File: config.mk
export PLATFORM = sky130hd
export DESIGN_NAME = input_overvoltage_fault_response
export DESIGN_NICKNAME = d
export VERILOG_FILES = /design/src/core/ovf_pkg.sv /design/src/core/input_overvoltage_fault_response.sv
export VERILOG_INCLUDE_DIRS = /design/src /design/src/core
export SDC_FILE = /design/constraint.sdc
export NUM_CORES = 1
export LEC_CHECK = 0
export BUFFER_PORTS_ARGS = -buffer_cell sky130_fd_sc_hd__buf_2
export CAP_MARGIN = 5
export CORE_AREA = 2 2 95 97
export CTS_BUF_LIST = sky130_fd_sc_hd__clkbuf_4 sky130_fd_sc_hd__clkbuf_8 sky130_fd_sc_hd__clkbuf_16
export CTS_CLUSTER_DIAMETER = 120
export DETAILED_ROUTE_END_ITERATION = 6
export DIE_AREA = 0 0 97 99
export GPL_TIMING_DRIVEN = 0
export PLACE_DENSITY = 0.82
export SETUP_SLACK_MARGIN = 0.15
export SLEW_MARGIN = 40
export SYNTH_ARGS = -nofsm -noshare
export SYNTH_HDL_FRONTEND = slang
export SYNTH_SLANG_ARGS = --single-unit
File: constraint.sdc
create_clock -name clk -period 3.13 [get_ports clk]
set_input_delay 0.626 -clock clk [delete_from_list [all_inputs] [get_ports clk]]
set_output_delay 0.626 -clock clk [all_outputs]
set_load 0.01 [all_outputs]
File: src/core/ovf_cfg.svh
// Command codes, field positions and reset values of the over-voltage fault responder
`ifndef OVF_CFG_SVH
`define OVF_CFG_SVH
// ==========================================
// Command codes
`define OVF_CODE_FAULT_LIMIT 8'h55
`define OVF_CODE_FAULT_ACTION 8'h56
`define OVF_CODE_WARN_LIMIT 8'h57
`define OVF_CODE_CLEAR_FAULTS 8'h03
`define OVF_CODE_STATUS 8'h7c
// ==========================================
// Field positions of the action byte
`define OVF_RESP_HI 7
`define OVF_RESP_LO 6
`define OVF_RETRY_HI 5
`define OVF_RETRY_LO 3
`define OVF_DELAY_HI 2
`define OVF_DELAY_LO 0
// Status bits, write one to clear
`define OVF_STAT_FAULT 0
`define OVF_STAT_WARN 1
// ==========================================
// Codes and reset values
`define OVF_RETRY_NONE 3'h0
`define OVF_RETRY_FOREVER 3'h7
`define OVF_RST_FAULT_LIMIT 16'hffff
`define OVF_RST_WARN_LIMIT 16'hffff
`define OVF_RST_ACTION 8'hc0
`define OVF_ZERO16 16'h0000
`endif

File: src/core/ovf_pkg.sv
// Types shared by the over-voltage fault responder
package ovf_pkg;
   // ==========================================
   // Reaction selected by the action byte
   typedef enum logic [1:0] {
      RESP_IGNORE = 2'b00,
      RESP_RUN_THEN_RETRY = 2'b01,
      RESP_OFF_AND_RETRY = 2'b10,
      RESP_OFF_UNTIL_CLEAR = 2'b11
   } resp_t;
   // Controller states
   typedef enum logic [2:0] {
      ST_RUN = 3'b000,
      ST_DELAY = 3'b001,
      ST_OFF_WAIT = 3'b010,
      ST_LATCHED = 3'b011,
      ST_CMD_OFF = 3'b100
   } state_t;
   // One host command
   typedef struct packed {
      logic write;
      logic [7:0] code;
      logic [15:0] wdata;
   } cmd_t;
endpackage

File: src/core/input_overvoltage_fault_response.sv
// Input over-voltage fault response controller with its command registers
`include "ovf_cfg.svh"

// How it works
// - Response 00: output keeps running on fault
// - Response 01: run on for decoded delay
// - Fault still present after delay: apply retries
// - Response 10: disable at once, then retry
// - Response 11: off until cleared or cycled
// - Retry 000: never restart, stay off
// - Retry 001..110: one to six restarts
// - All restarts failed: latch output off
// - Restart spacing equals decoded delay units
// - Retry 111: restart forever until stopped
// - Delay code n means 2^n units
// - Delay unit comes from external timebase
// - Warning threshold is host read/write
// - Action byte lives at its code
// - Fault when input exceeds fault threshold
module input_overvoltage_fault_response #(
   parameter int DELAY_W = 8
) (
   input wire logic clk,
   input wire logic reset,
   input wire logic cmd_valid,
   input wire ovf_pkg::cmd_t cmd,
   input wire logic [15:0] vin_meas,
   input wire logic output_on_req,
   input wire logic delay_unit_tick,
   input wire logic other_fault_off,
   output logic rsp_valid_reg,
   output logic [15:0] rsp_rdata_reg,
   output logic output_enable_reg,
   output logic fault_flag_reg,
   output logic warn_flag_reg,
   output ovf_pkg::state_t state_reg
);
   // ==========================================
   // Decode helpers
   // Delay code n gives 2^n units
   function automatic logic [DELAY_W-1:0] delay_units(input logic [2:0] code);
      delay_units = DELAY_W'(1) << code;
   endfunction

   function automatic logic is_write(input logic v, input ovf_pkg::cmd_t c, input logic [7:0] k);
      is_write = v && c.write && (c.code == k);
   endfunction

   // ==========================================
   // Registers
   logic [15:0] fault_limit_reg;
   logic [15:0] warn_limit_reg;
   logic [7:0] action_reg;
   logic [DELAY_W-1:0] delay_cnt_reg;
   logic [2:0] attempts_reg;
   logic output_on_d_reg;
   ovf_pkg::state_t state_next;

   ovf_pkg::resp_t resp;
   logic [2:0] retry_set;
   logic [DELAY_W-1:0] delay_target;
   logic fault_now, warn_now, clear_cmd, clear_fault_bit, clear_warn_bit;
   logic delay_done, restart_edge, timed_state;

   assign resp = ovf_pkg::resp_t'(action_reg[`OVF_RESP_HI:`OVF_RESP_LO]);
   assign retry_set = action_reg[`OVF_RETRY_HI:`OVF_RETRY_LO];
   assign delay_target = delay_units(action_reg[`OVF_DELAY_HI:`OVF_DELAY_LO]);
   // Magnitude compare; both values share the same linear exponent
   assign fault_now = vin_meas > fault_limit_reg;
   assign warn_now = vin_meas > warn_limit_reg;
   assign clear_cmd = cmd_valid && !cmd.write && (cmd.code == `OVF_CODE_CLEAR_FAULTS);
   assign clear_fault_bit = is_write(cmd_valid, cmd, `OVF_CODE_STATUS) &&
                            cmd.wdata[`OVF_STAT_FAULT];
   assign clear_warn_bit = is_write(cmd_valid, cmd, `OVF_CODE_STATUS) &&
                           cmd.wdata[`OVF_STAT_WARN];
   assign timed_state = (state_reg == ovf_pkg::ST_DELAY) || (state_reg == ovf_pkg::ST_OFF_WAIT);
   // Time base ticks once per delay unit on the delay_unit_tick input
   assign delay_done = timed_state && delay_unit_tick &&
                       (delay_cnt_reg == delay_target - DELAY_W'(1));
   assign restart_edge = output_on_req && !output_on_d_reg;

   // ==========================================
   // Host writes; writes to unknown codes are dropped
   always_ff @(posedge clk) begin
      if (reset) begin
         fault_limit_reg <= `OVF_RST_FAULT_LIMIT;
         warn_limit_reg <= `OVF_RST_WARN_LIMIT;
         action_reg <= `OVF_RST_ACTION;
      end else begin
         if (is_write(cmd_valid, cmd, `OVF_CODE_FAULT_LIMIT)) begin
            fault_limit_reg <= cmd.wdata;
         end
         if (is_write(cmd_valid, cmd, `OVF_CODE_WARN_LIMIT)) begin
            warn_limit_reg <= cmd.wdata;
         end
         if (is_write(cmd_valid, cmd, `OVF_CODE_FAULT_ACTION)) begin
            action_reg <= cmd.wdata[7:0];
         end
      end
   end

   // Host reads answer one cycle later; unknown codes read zero
   always_ff @(posedge clk) begin
      if (reset) begin
         rsp_valid_reg <= 1'b0;
         rsp_rdata_reg <= `OVF_ZERO16;
      end else begin
         rsp_valid_reg <= cmd_valid && !cmd.write && !clear_cmd;
         if (cmd_valid && !cmd.write) begin
            unique case (cmd.code)
               `OVF_CODE_FAULT_LIMIT: rsp_rdata_reg <= fault_limit_reg;
               `OVF_CODE_WARN_LIMIT: rsp_rdata_reg <= warn_limit_reg;
               `OVF_CODE_FAULT_ACTION: rsp_rdata_reg <= {8'h00, action_reg};
               `OVF_CODE_STATUS: rsp_rdata_reg <= {14'h0000, warn_flag_reg, fault_flag_reg};
               default: rsp_rdata_reg <= `OVF_ZERO16;
            endcase
         end
      end
   end

   // ==========================================
   // Sticky flags; a new event wins over a clear in the same cycle
   always_ff @(posedge clk) begin
      if (reset) begin
         fault_flag_reg <= 1'b0;
         warn_flag_reg <= 1'b0;
      end else begin
         if (state_reg == ovf_pkg::ST_RUN && output_on_req && fault_now) begin
            fault_flag_reg <= 1'b1;
         end else if (clear_cmd || clear_fault_bit) begin
            fault_flag_reg <= 1'b0;
         end
         if (warn_now) begin
            warn_flag_reg <= 1'b1;
         end else if (clear_cmd || clear_warn_bit) begin
            warn_flag_reg <= 1'b0;
         end
      end
   end

   // ==========================================
   // Response state machine
   always_comb begin
      state_next = state_reg;
      unique case (state_reg)
         ovf_pkg::ST_RUN: begin
            if (!output_on_req) begin
               state_next = ovf_pkg::ST_CMD_OFF;
            end else if (other_fault_off) begin
               state_next = ovf_pkg::ST_LATCHED;
            end else if (fault_now) begin
               unique case (resp)
                  ovf_pkg::RESP_IGNORE: state_next = ovf_pkg::ST_RUN;
                  ovf_pkg::RESP_RUN_THEN_RETRY: state_next = ovf_pkg::ST_DELAY;
                  ovf_pkg::RESP_OFF_AND_RETRY:
                     state_next = (retry_set == `OVF_RETRY_NONE) ?
                                  ovf_pkg::ST_LATCHED : ovf_pkg::ST_OFF_WAIT;
                  ovf_pkg::RESP_OFF_UNTIL_CLEAR: state_next = ovf_pkg::ST_LATCHED;
               endcase
            end
         end
         ovf_pkg::ST_DELAY: begin
            if (!output_on_req) begin
               state_next = ovf_pkg::ST_CMD_OFF;
            end else if (other_fault_off) begin
               state_next = ovf_pkg::ST_LATCHED;
            end else if (delay_done) begin
               if (!fault_now) begin
                  state_next = ovf_pkg::ST_RUN;
               end else begin
                  state_next = (retry_set == `OVF_RETRY_NONE) ?
                               ovf_pkg::ST_LATCHED : ovf_pkg::ST_OFF_WAIT;
               end
            end
         end
         ovf_pkg::ST_OFF_WAIT: begin
            if (!output_on_req) begin
               state_next = ovf_pkg::ST_CMD_OFF;
            end else if (other_fault_off) begin
               state_next = ovf_pkg::ST_LATCHED;
            end else if (delay_done) begin
               // A restart fails when the fault is still present at its start
               if (!fault_now) begin
                  state_next = ovf_pkg::ST_RUN;
               end else if (retry_set != `OVF_RETRY_FOREVER &&
                            attempts_reg + 3'h1 >= retry_set) begin
                  state_next = ovf_pkg::ST_LATCHED;
               end
            end
         end
         ovf_pkg::ST_LATCHED: begin
            if (!output_on_req) begin
               state_next = ovf_pkg::ST_CMD_OFF;
            end else if (clear_cmd || clear_fault_bit) begin
               state_next = ovf_pkg::ST_RUN;
            end
         end
         ovf_pkg::ST_CMD_OFF: begin
            if (restart_edge) begin
               state_next = ovf_pkg::ST_RUN;
            end
         end
         default: state_next = ovf_pkg::ST_CMD_OFF;
      endcase
   end

   always_ff @(posedge clk) begin
      if (reset) begin
         state_reg <= ovf_pkg::ST_CMD_OFF;
         output_on_d_reg <= 1'b0;
      end else begin
         state_reg <= state_next;
         output_on_d_reg <= output_on_req;
      end
   end

   // Output drive follows the next state so a disable lands at once
   always_ff @(posedge clk) begin
      if (reset) begin
         output_enable_reg <= 1'b0;
      end else begin
         output_enable_reg <= (state_next == ovf_pkg::ST_RUN) ||
                              (state_next == ovf_pkg::ST_DELAY);
      end
   end

   // ==========================================
   // Delay unit counter, restarted on entry and at each restart attempt
   always_ff @(posedge clk) begin
      if (reset) begin
         delay_cnt_reg <= '0;
      end else if (state_next != state_reg || delay_done || !timed_state) begin
         delay_cnt_reg <= '0;
      end else if (delay_unit_tick) begin
         delay_cnt_reg <= delay_cnt_reg + DELAY_W'(1);
      end
   end

   // Restart attempts made since the fault was taken
   always_ff @(posedge clk) begin
      if (reset) begin
         attempts_reg <= 3'h0;
      end else if (state_reg != ovf_pkg::ST_OFF_WAIT) begin
         attempts_reg <= 3'h0;
      end else if (delay_done && attempts_reg != 3'h7) begin
         attempts_reg <= attempts_reg + 3'h1;
      end
   end
endmodule

==> metrics.md, run 1 <==
| Metric | Value |
|---|---|
| CP Launch Type | `register` |
| Total GRT Usage | `0.249` |
| WL per Instance | `between 15 and 20 microns` |
| Worst r2r dst | `delay_cnt_reg[7]` |
| Kind of end point of the critical path | `register` |
| Max clock buf depth | `2` |
| IO Pins | `70` |
| Crit-path leading delay family | `simple AND/OR/NAND/NOR gates` |
| Hold path depth | `2` |
| Post-DR vias/cell | `5.82` |
| Worst Hold Slack | `0.458 ns` |
| Total CTS buffers | `9` |
| Worst Clk Skew | `~0.0066 ns` |
| Synthesized flop and latch total | `between 70 and 80` |
| 1st-pass router iterations | `5` |
| Post-synth EDFFs | `0` |
| Worst r2r src | `fault_limit_reg[14]` |
| Die area | `between 0.009 and 0.01 sq mm` |
| Largest net degree at the start of global routing | `12` |
| Final TNS setup | `0 ns` |
| Cts hold-fix bufs | `0` |
| Mapped cell area | `0.00421 sq mm` |
| DR DRC count | `0` |
| CP Buf/Inv Count | `1` |
| Synth Area in Simple Gates | `0.198` |
| Run status | `complete, no violations` |
| Clock period minus worst slack | `around 2.6 ns` |
| Via count | `roughly 4100` |
| Initial antenna violation count | `0` |
| Crit-path cells | `inv_1 > ha_1 > nand4_1 > nor4_1 > a211oi_1 > a21oi_1 > or2b_2 > o22ai_4 > a211oi_1` |
| Antenna fix cells | `0` |
| H-tree levels | `3` |
| Req. time, crit path | `between 3 and 4 ns` |
| R2R setup slack | `approximately 0.55 ns` |
| Initial core utilization | `0.492` |
| Post-synthesis cell type count | `50` |
| Final Wtd Congestion | `between 0.9 and 1` |
| Slowest stage cell, crit path | `nor4_1` |
| Die H | `between 90 and 100 microns` |
| Hold wc startpoint | `rsp_rdata_reg[13]` |
| Post-Synth Adder-Cell Area | `0.113` |
| YS warnings | `0` |
| Max frequency | `0.388 GHz` |
| # Post-CTS Setup Buffers | `0` |
| Vias in the first global route | `roughly 4000` |
| Pwr Density | `around 370 mW/mm^2` |
| Slew headroom | `0.568` |
| Root Buffer | `clkbuf_8` |
| Worst-Margin Slew | `around 0.64 ns` |
| Port-buffer cells | `slightly below 70` |
| Synth-to-Final Area Change | `15.4%` |
| Maximum vdd drop | `between 0.2 and 0.25 mV` |
| 1st-iter DRT viols | `approximately 270` |
| Compound-Gate Fraction of Synth Area | `0.213` |
| Post-DRT Antenna Nets | `0` |
| Slew Limit Fails | `0` |
| Clock sink count | `between 70 and 80` |
| XOR/XNOR Fraction of Synth Area | `0.0208` |
| Nets | `683` |
| Register area share after synthesis | `0.357` |
| WL final | `between 10000 and 15000 microns` |
| Post-synthesis mux area share | `0.0312` |
| Crit-path most repeated cell | `a211oi_1` |
| Clock slew at reported path FFs | `around 0.080 ns` |
| Worst Path Arrival | `2.81 ns` |
| Row cnt | `34` |
| Syn Nets | `between 600 and 700` |
| Max incr delay on CP | `between 0.4 and 0.5 ns` |
| MaxCap Viol Count | `0` |
| Syn avg cell area | `around 8.1 sq um` |
| HPWL Detailed | `9020 microns` |
| Primary FF master, synth | `dfxtp_1` |
| Fillers | `816` |
| CTS resizes | `0` |
| GRT overflow | `0` |
| Die Width | `between 90 and 100 microns` |
| RSZ-0062 raised after global routing | `false` |
| Insertion delay to the later sink of the worst-skew pair | `roughly 0.36 ns` |
| Worst Reg-to-Reg Cells | `9` |
| Largest family of logic cells by synthesized area | `compound AO/OA/AOI/OAI gates` |
| WHS Endpoint | `rsp_rdata_reg[13]` |
| Mapped Cells | `519` |
| Crit share post-route | `0.824` |
| FF/Latch Area | `between 0.0015 and 0.002 sq mm` |
| CTS tree | `done` |
| CP Class | `reg2reg` |
| Power Total | `~0.0018 W` |
| First-pass GRT wire length | `approximately 19000 microns` |
| LEAKAGE | `about 2.3 nW` |
| Synth async-reset ratio | `0` |
| Final Hold Vio Count | `0` |
| Layout cell share with drive strength beyond 1 | `0.163` |
| Worst hold path class | `reg2reg` |
| Multi-input gate area | `about 0.0024 sq mm` |
| Final setup violating endpoints | `0` |
| Crit-path max FO | `10` |
| Core area | `about 0.0086 sq mm` |
==> report_power, final <==
part / switching [W] / internal, W / total, W / leakage [nW]
Sequential: 0.00000291 / 0.000957 / 0.000960 / 0.606
Combinational: 0.0000996 / 0.0000560 / 0.000156 / 1.56
Clock: 0.000370 / 0.000332 / 0.000702 / 0.0898
==> synth_stat cells (all sizes together), types with 3 or more instances <==
library cell	n	share of area
nor4	5	0.0074
o21ai	30	0.036
a211o	3	0.0062
or4	3	0.0054
dfxtp	75	0.36
and3	4	0.0059
nor3	6	0.0071
nand4	12	0.018
ha	38	0.11
a21oi	35	0.043
mux2i	12	0.029
nor2b	4	0.0065
buf	3	0.0042
nor4b	3	0.0077
nand3	14	0.017
nand2b	3	0.0045
nand2	74	0.066
o31ai	3	0.0054
a221o	3	0.0071
a22oi	6	0.011
a21o	6	0.011
inv	40	0.036
or2b	3	0.0056
a211oi	11	0.020
o211ai	30	0.054
clkbuf	24	0.026
xnor2	5	0.010
xor2	5	0.010
nor2	42	0.037
==> worst max path at each step <==
stage / to / startpoint / depth (start not counted)
2_1_floorplan: fault_flag_reg / vin_meas[14] / 8
3_3_place_gp: fault_flag_reg / vin_meas[14] / 9
3_5_place_dp: delay_cnt_reg[5] / vin_meas[14] / 9
4_1_cts: delay_cnt_reg[7] / fault_limit_reg[14] / 9
5_1_grt: delay_cnt_reg[7] / fault_limit_reg[14] / 9
6_report: delay_cnt_reg[7] / fault_limit_reg[14] / 9
==> layout by cell type (no fill, tap or decap), types with 5 or more instances in the layout <==
master and n:
nor4_1 5, buf_2 70, clkbuf_1 22, nor3_1 6, clkbuf_8 12, mux2i_1 12, nand2_1 74, inv_1 38
a21oi_1 34, xor2_1 5, o211ai_1 30, ha_1 38, nand4_1 12, xnor2_1 5, a22oi_1 6, nor2_1 42
a211oi_1 11, nand3_1 14, dfxtp_1 75, a21o_1 6, o21ai_0 30
==> logic make-up (layout without fill, tap and decap cells) <==
group,Yosys count,count (layout)
and+or+nand+nor,179,179
AOI/OAI and AO/OA,136,136
DFF,75,75
buffers and inverters,68,151
adders and majority gates,38,38
muxes,13,13
xor gates and xnor gates,10,10
==> stage by stage <==
step | utilization | cells | setup slack, ns | cell area [sq um]
after floorplan | - | 519 | 0.683 | 4210
after global placement | 0.548 | 695 | 0.219 | 4680
after detailed placement | 0.548 | 695 | 0.201 | 4680
after CTS | 0.568 | 710 | 0.560 | 4860
after global routing | 0.568 | 710 | 0.308 | 4860
final | 0.568 | 710 | 0.551 | 4860
==> final cells by class <==
cell class / count / area share
Multi-Input combinational cell: 376 / 0.499
Sequential cell: 75 / 0.309
Timing Repair Buffer: 68 / 0.0701
Clock buffer: 13 / 0.0330
Inverter: 41 / 0.0317
Tap cell: 108 / 0.0278
Buffer: 27 / 0.0263
Clock inverter: 2 / 0.00258
==> metal layers <==
layer	vias to the layer above	global-route usage	part of all wire
li1	1997	-	-
met1	1941	0.323	0.42
met2	163	0.413	0.48
met3	28	0.0433	0.070
met4	0	0.102	0.029
met5	-	0	0
==> tightest hold or removal path, cell delays in order, from the launching register on <==
cell	delay, ns
dfxtp_1	0.31
nand2_1	0.05
a21oi_1	0.05
(Power assumes the default switching activity.)
==> inputs of run 2 (changes only) <==
- ABC_AREA: unset -> 1
- CORE_AREA: 2 2 95 97 -> 2 2 96 98
- DIE_AREA: 0 0 97 99 -> 0 0 98 100
- clock period: 3.13 -> 2.5 ns (I/O delays scaled with it)
==> metrics.md, run 2 <==
| Metric | Value |
|---|---|
| Root Buffer | `clkbuf_8` |
| DR DRC count | `0 (unchanged)` |
| Via count | `4492 (+8.8%)` |
| Crit share post-route | `0.919 (+0.0947)` |
| Worst r2r src | `fault_limit_reg[11]` |
| YS warnings | `0 (unchanged)` |
| 1st-pass router iterations | `6 (+1)` |
| Clock group share of total power | `0.407 (+0.021)` |
| Antenna fix cells | `0 (unchanged)` |
| Commonest non-fill, non-tap cell in the layout | `nand2_1` |
| Layout cell share with drive strength beyond 1 | `0.197 (+0.0346)` |
| Post-synth top area share | `0.349 (-0.00758)` |
| Syn Nets | `692 (+15%)` |
| Largest net degree at the start of global routing | `12 (unchanged)` |
| 1st-iter DRT viols | `309 (+16%)` |
| Post-DR vias/cell | `5.58 (-4.0%)` |
| Nets | `775 (+13%)` |
| CP Launch Type | `register` |
| Yosys top cell by area | `dfxtp_1` |
| Part of the power in registers | `0.508 (-0.020)` |
| Crit-path max FO | `8 (-2)` |
| Psw | `0.000573 W (+21%)` |
| WL final | `12300 microns (+5.2%)` |
| Core area | `0.00889 sq mm (+4.0%)` |
| Setup WS post-layout | `0.203 ns (-0.347 ns)` |
| RSZ-0062 raised after global routing | `true` |
| Max clock buf depth | `2 (unchanged)` |
| Met3 Use GR | `0.0453 (+0.00200)` |
| HPWL Detailed | `9250 microns (+2.5%)` |
| WHS Endpoint | `fault_limit_reg[11]` |
| MaxCap Viol Count | `0 (unchanged)` |
| Max frequency | `0.435 GHz (+12%)` |
| CTS tree | `done` |
| Total GRT Usage | `0.251 (+0.00179)` |
| Slowest stage cell, crit path | `dfxtp_1` |
| LEAKAGE | `2.55 nW (+13%)` |
| Mapped Cells | `607 (+17%)` |
| WL per Instance | `15.3 microns (-7.2%)` |
| Row cnt | `35 (+2.9%)` |
| Multi-input gate area | `0.00255 sq mm (+5.0%)` |
| Initial core utilization | `0.484 (-0.00850)` |
| Synth async-reset ratio | `0 (unchanged)` |
| R2R setup slack | `0.20 ns (-0.35 ns)` |
| Worst hold path class | `in2reg` |
| FF/Latch Area | `0.00150 sq mm (+0.17%)` |
| Die Width | `98 microns (+1.0%)` |
| Post-synth EDFFs | `0 (unchanged)` |
| Post-synthesis cell type count | `35 (-30%)` |
| Final setup violating endpoints | `0 (unchanged)` |
| Crit-path most repeated cell | `nand2_2` |
| Initial antenna violation count | `0 (unchanged)` |
| Maximum vdd drop | `0.394 mV (+68%)` |
| Sw frac | `0.241 (-0.0191)` |
| Worst-Margin Slew | `0.779 ns (+0.139 ns)` |
| Port-buffer cells | `69 (+1.5%)` |
| Primary FF master, synth | `dfxtp_1` |
| Comb power frac | `0.085 (about the same)` |
| Most common cell in the netlist | `nand2_1` |
| Internal power | `0.00180 W (+34%)` |
| Vias in the first global route | `4348 (+8.2%)` |
| Register area share after synthesis | `0.349 (-0.00758)` |
| IO Pins | `70 (unchanged)` |
| Final Wtd Congestion | `0.918 (-0.18%)` |
| Run status | `complete, no violations` |
| Synth-to-Final Area Change | `18.8%` |
| Synth cell count leaders | `nand2_1 (122), dfxtp_1 (75), inv_1 (63)` |
| GRT overflow | `0 (unchanged)` |
| Worst Clk Skew | `0.0114 ns (+0.00486 ns)` |
| First-pass GRT wire length | `20000 microns (+3.4%)` |
| Clock period minus worst slack | `2.30 ns (-0.283 ns)` |
| Worst Path Arrival | `2.59 ns (-0.22 ns)` |
| Crit-path cells | `inv_1 > ha_4 > nand2_1 > inv_1 > nand3_1 > nor2_2 > nand2_2 > nand2_4 > nand2_2 > a21oi_1 > o21ai_0 > nand3_1 > nand2_2 > nand2_2 > nand3_4 > nor2_2` |
| Met1 usage | `0.320 (-0.00280)` |
| Final Hold Vio Count | `0 (unchanged)` |
| CP Class | `reg2reg` |
| Die H | `100 microns (+1.0%)` |
| Clock sink count | `75 (unchanged)` |
| Req. time, crit path | `2.79 ns (-0.57 ns)` |
| Slew Limit Fails | `0 (unchanged)` |
| Pwr Density | `465 mW/mm^2 (+24%)` |
| Worst Reg-to-Reg Cells | `16 (+7)` |
| Die area | `0.00980 sq mm (+2.1%)` |
| Fillers | `816 (unchanged)` |
| Syn avg cell area | `7.08 sq um (-13%)` |
| Cts hold-fix bufs | `0 (unchanged)` |
| Post-DRT Antenna Nets | `0 (unchanged)` |
| Synthesized flop and latch total | `75 (unchanged)` |
| Global-route met2 utilization | `0.419 (+0.00593)` |
| Synth area leaders | `dfxtp_1 (35%), ha_1 (11%), nand2_1 (11%), nand3_1 (7.2%), a21oi_1 (6.8%)` |
| Hold path depth | `3 (+1)` |
| Total CTS buffers | `9 (unchanged)` |
| Kind of end point of the critical path | `register` |
| Global route hottest layer | `met2` |
| Worst r2r dst | `delay_cnt_reg[5]` |
| Worst Hold Slack | `0.382 ns (-0.0756 ns)` |
| Clock slew at reported path FFs | `0.08 ns (about the same)` |
| Insertion delay to the later sink of the worst-skew pair | `0.35 ns (about the same)` |
| Max incr delay on CP | `0.32 ns (-0.10 ns)` |
| Mapped cell area | `0.00430 sq mm (+2.2%)` |
| Most frequent cells in the layout | `nand2_1 (120), dfxtp_1 (73), buf_2 (70)` |
| H-tree levels | `3 (unchanged)` |
| Slew headroom | `0.476 (-0.0918)` |
| Place WS | `-0.0486 ns (-0.250 ns)` |
| Hold wc startpoint | `cmd[11]` |
run 2: cell types whose count changed after synthesis, sizes merged, moves of 8 or more:
cell    delta
o211ai    -30
nor2      +11
o21ai      +9
inv       +34
mux2i     -12
a21oi     +23
o22ai     +15
a211oi    -11
clkbuf     -8
nand3     +52
nand2     +56
run 2: logic make-up after synthesis:
kind of cell,Yosys count,share of synthesized area
compound gates,122,0.153
xor+xnor,5,0.0102
fa+ha+maj,38,0.111
buf+inv,93,0.0815
flops,75,0.349
simple gates,274,0.296
run 2: how the worst max path moves through the flow:
stage	from	slack [ns]	end	cells past startpoint
floorplan	attempts_reg[0]	0.34	delay_cnt_reg[0]	16
global placement	vin_meas[11]	0.02	delay_cnt_reg[2]	16
detailed placement	vin_meas[15]	-0.05	delay_cnt_reg[7]	14
CTS	attempts_reg[0]	0.17	delay_cnt_reg[7]	16
global route	fault_limit_reg[11]	0.06	delay_cnt_reg[5]	16
finish	fault_limit_reg[11]	0.20	delay_cnt_reg[5]	16
run 2: through the flow:
stage | instance area, sq um | total power [W] | std cells | util | TNS, ns
floorplan | 4300 | 0.00134 | 607 | - | 0
global placement | 4780 | 0.00142 | 787 | 0.538 | 0
detailed placement | 4780 | 0.00143 | 787 | 0.538 | -0.248
CTS | 5010 | 0.00238 | 802 | 0.564 | 0
global route | 5110 | 0.00246 | 805 | 0.575 | 0
finish | 5110 | 0.00238 | 805 | 0.575 | 0
run 2: what timing repair did:
action                     4_1_cts  5_1_grt
buffers inserted                 0        3
setup endpoints to repair        8        8
gates resized for setup          2       15
pin swaps                        2       12
run 2: metal layers:
layer	up-vias	routed length, microns
met1	2030	5100
met5	-	0
li1	2202	-
met2	220	5760
met3	40	1080
met4	0	387
run 2: area by class of cell:
cell class | count | area share
buffer | 17 | 0.0127
clock buffer | 13 | 0.0326
clock inverter | 2 | 0.00686
inverter | 76 | 0.0558
multi-input combinational | 439 | 0.498
sequential | 75 | 0.294
tap | 111 | 0.0272
timing repair buffer | 72 | 0.0720
run 2: power by group through the flow:
stage / clock, W / sequential (W) / combinational [W]
2_1_floorplan: 0 / 0.00124 / 0.000102
3_3_place_gp: 0 / 0.00123 / 0.000189
3_5_place_dp: 0 / 0.00123 / 0.000195
4_1_cts: 0.000975 / 0.00121 / 0.000197
5_1_grt: 0.00103 / 0.00121 / 0.000226
6_report: 0.000969 / 0.00121 / 0.000202
run 2: critical path, delay by kind of cell, from the launching register on:
| family | cells | cell delay, ns |
|---|---|---|
| AOI/OAI and AO/OA | 2 | 0.21 |
| DFF | 1 | 0.32 |
| buffers and inverters | 2 | 0.15 |
| adders and majority gates | 1 | 0.28 |
| and+or+nand+nor | 11 | 1.27 |
==> inputs of run 3 (changes only) <==
- clock period: 2.5 -> 3 ns (I/O delays scaled with it)
==> metrics.md, run 3 (synthesis results as in run 2) <==
| Metric | Value |
|---|---|
| Root Buffer | `clkbuf_8` |
| Max incr delay on CP | `0.34 ns (+0.02 ns)` |
| Crit-path cells | `ha_1 > ha_1 > ha_1 > a21oi_1 > nand3_1 > o31ai_1 > nand2_1 > nand4_1 > nand2_1 > nand2_1 > nand2_1 > nand2_2 > nand2_2 > nand2_2 > nand3_4 > nor2_2` |
| Final non-filler cell total | `802 (-0.37%)` |
| Met2 WL post-DR | `5510 microns (-4.3%)` |
| Post-DR vias/cell | `5.56 (-0.36%)` |
| Insertion delay to the later sink of the worst-skew pair | `0.35 ns (about the same)` |
| Largest net degree at the start of global routing | `12 (unchanged)` |
| HPWL Detailed | `9250 microns (unchanged)` |
| 1st-iter DRT viols | `282 (-8.7%)` |
| Slowest stage cell, crit path | `dfxtp_1` |
| CTS resizes | `0 (-2)` |
| Maximum vdd drop | `0.331 mV (-16%)` |
| Die area | `0.00980 sq mm (unchanged)` |
| Layout cell share with drive strength beyond 1 | `0.177 (-0.0209)` |
| Kind of end point of the critical path | `register` |
| Req. time, crit path | `3.29 ns (+0.50 ns)` |
| Slew headroom | `0.375 (-0.101)` |
| Worst r2r dst | `delay_cnt_reg[7]` |
| Highest routed layer | `met4` |
| MaxCap Viol Count | `0 (unchanged)` |
| Worst hold path class | `reg2reg` |
| Max frequency | `0.411 GHz (-5.6%)` |
| Die H | `100 microns (unchanged)` |
| Worst Reg-to-Reg Cells | `16 (unchanged)` |
| WL final | `11900 microns (-3.1%)` |
| 1st-pass router iterations | `5 (-1)` |
| Run status | `complete, no violations` |
| Final Hold Vio Count | `0 (unchanged)` |
| # Post-CTS Setup Buffers | `0 (unchanged)` |
| DR DRC count | `0 (unchanged)` |
| Worst setup endpoint | `delay_cnt_reg[7]` |
| CP startpoint | `attempts_reg[0]` |
| GRT overflow | `0 (unchanged)` |
| Max clock buf depth | `2 (unchanged)` |
| Nets | `772 (-0.39%)` |
| H-tree levels | `3 (unchanged)` |
| Crit-path max FO | `8 (unchanged)` |
| Cts hold-fix bufs | `0 (unchanged)` |
| Worst r2r src | `attempts_reg[0]` |
| Final setup violating endpoints | `0 (unchanged)` |
| Vias in the first global route | `4318 (-0.69%)` |
| RSZ-0062 raised after global routing | `false` |
| Total CTS buffers | `9 (unchanged)` |
| CP Class | `reg2reg` |
| Initial core utilization | `0.484 (unchanged)` |
| Core area | `0.00889 sq mm (unchanged)` |
| IO Pins | `70 (unchanged)` |
| Row cnt | `35 (unchanged)` |
| Antenna fix cells | `0 (unchanged)` |
| Slew Limit Fails | `0 (unchanged)` |
| CP Launch Type | `register` |
| Crit-path most repeated cell | `nand2_1` |
| DRT met1 WL | `5140 microns (+0.88%)` |
| Worst-Margin Slew | `0.929 ns (+0.150 ns)` |
| Port-buffer cells | `69 (unchanged)` |
| Placed Instances | `787 (unchanged)` |
| Commonest non-fill, non-tap cell in the layout | `nand2_1` |
| LEAKAGE | `2.53 nW (-0.73%)` |
| Initial antenna violation count | `0 (unchanged)` |
| Design Area, Final | `0.00499 sq mm (-2.4%)` |
| WL per Instance | `14.9 microns (-2.7%)` |
| Total GRT Usage | `0.249 (-0.00177)` |
| Final Wtd Congestion | `0.918 (unchanged)` |
| CTS tree | `done` |
| Met3 WL | `946 microns (-12%)` |
| Final TNS setup | `0 ns (unchanged)` |
| Die Width | `98 microns (unchanged)` |
| Clock slew at reported path FFs | `0.08 ns (about the same)` |
| Via count | `4459 (-0.73%)` |
| Worst Path Arrival | `2.72 ns (+0.13 ns)` |
| Post-DRT Antenna Nets | `0 (unchanged)` |
| Placed Area | `0.00478 sq mm (unchanged)` |
| Pwr Density | `397 mW/mm^2 (-15%)` |
| Synth-to-Final Area Change | `15.9%` |
| Clock period minus worst slack | `2.43 ns (+0.137 ns)` |
| First-pass GRT wire length | `19900 microns (-0.62%)` |
| Clock sink count | `75 (unchanged)` |
| Most frequent cells in the layout | `nand2_1 (122), dfxtp_1 (75), buf_2 (70)` |
| Crit share post-route | `0.811 (-0.107)` |
| Worst Clk Skew | `0.00874 ns (-0.00269 ns)` |
| R2R setup slack | `0.57 ns (+0.36 ns)` |
-- run 3: cell types whose count changed in the layout (fill, tap and decap cells not counted), sizes merged --
| cell | previous run | this run |
|---|---|---|
| buf | 73 | 70 |
-- run 3: metal layers --
| metal | vias to the layer above | global-route usage |
|---|---|---|
| li1 | 2199 | - |
| met1 | 2044 | 0.319 |
| met2 | 186 | 0.417 |
| met3 | 30 | 0.0446 |
| met4 | 0 | 0.103 |
| met5 | - | 0 |
-- run 3: area by class of cell --
cell class | instances | area [sq um]
inverter | 76 | 285
timing repair buffer | 69 | 345
buffer | 17 | 65.1
tap | 111 | 139
fill | 842 | 3900
clock inverter | 2 | 35.0
multi-input combinational | 439 | 2450
clock buffer | 13 | 166
sequential | 75 | 1500
-- run 3: critical path: cells and delay by family (launching register included) --
family | cells | cell delay (ns)
adders and majority gates | 3 | 0.83
DFF | 1 | 0.34
and+or+nand+nor | 11 | 0.95
AOI/OAI and AO/OA | 2 | 0.27
-- run 3: worst min-delay path by stage --
stage	from	endpoint	slack [ns]	cells past startpoint
after global placement	warn_limit_reg[11]	warn_limit_reg[11]	0.44	2
after CTS	warn_limit_reg[9]	warn_limit_reg[9]	0.46	2
after global routing	rsp_rdata_reg[11]	rsp_rdata_reg[11]	0.49	2
final	warn_limit_reg[9]	warn_limit_reg[9]	0.46	2
after detailed placement	warn_limit_reg[9]	warn_limit_reg[9]	0.44	2
after floorplan	warn_limit_reg[10]	warn_limit_reg[10]	0.43	2
-- run 3: metrics by stage --
| stage | total power [W] | worst slack [ns] | utilization | hold slack, ns |
|---|---|---|---|---|
| 3_5_place_dp | 0.00119 | 0.351 | 0.538 | 0.444 |
| 2_1_floorplan | 0.00112 | 0.829 | - | 0.429 |
| 3_3_place_gp | 0.00119 | 0.425 | 0.538 | 0.439 |
| 4_1_cts | 0.00198 | 0.575 | 0.561 | 0.462 |
| 5_1_grt | 0.00205 | 0.335 | 0.561 | 0.486 |
| 6_report | 0.00198 | 0.566 | 0.561 | 0.462 |
-- run 3: power breakdown --
group / internal, W / total [W] / switching (W)
combinational: 0.0000591 / 0.000166 / 0.000107
sequential: 0.00100 / 0.00101 / 0.00000522
clock: 0.000443 / 0.000805 / 0.000362
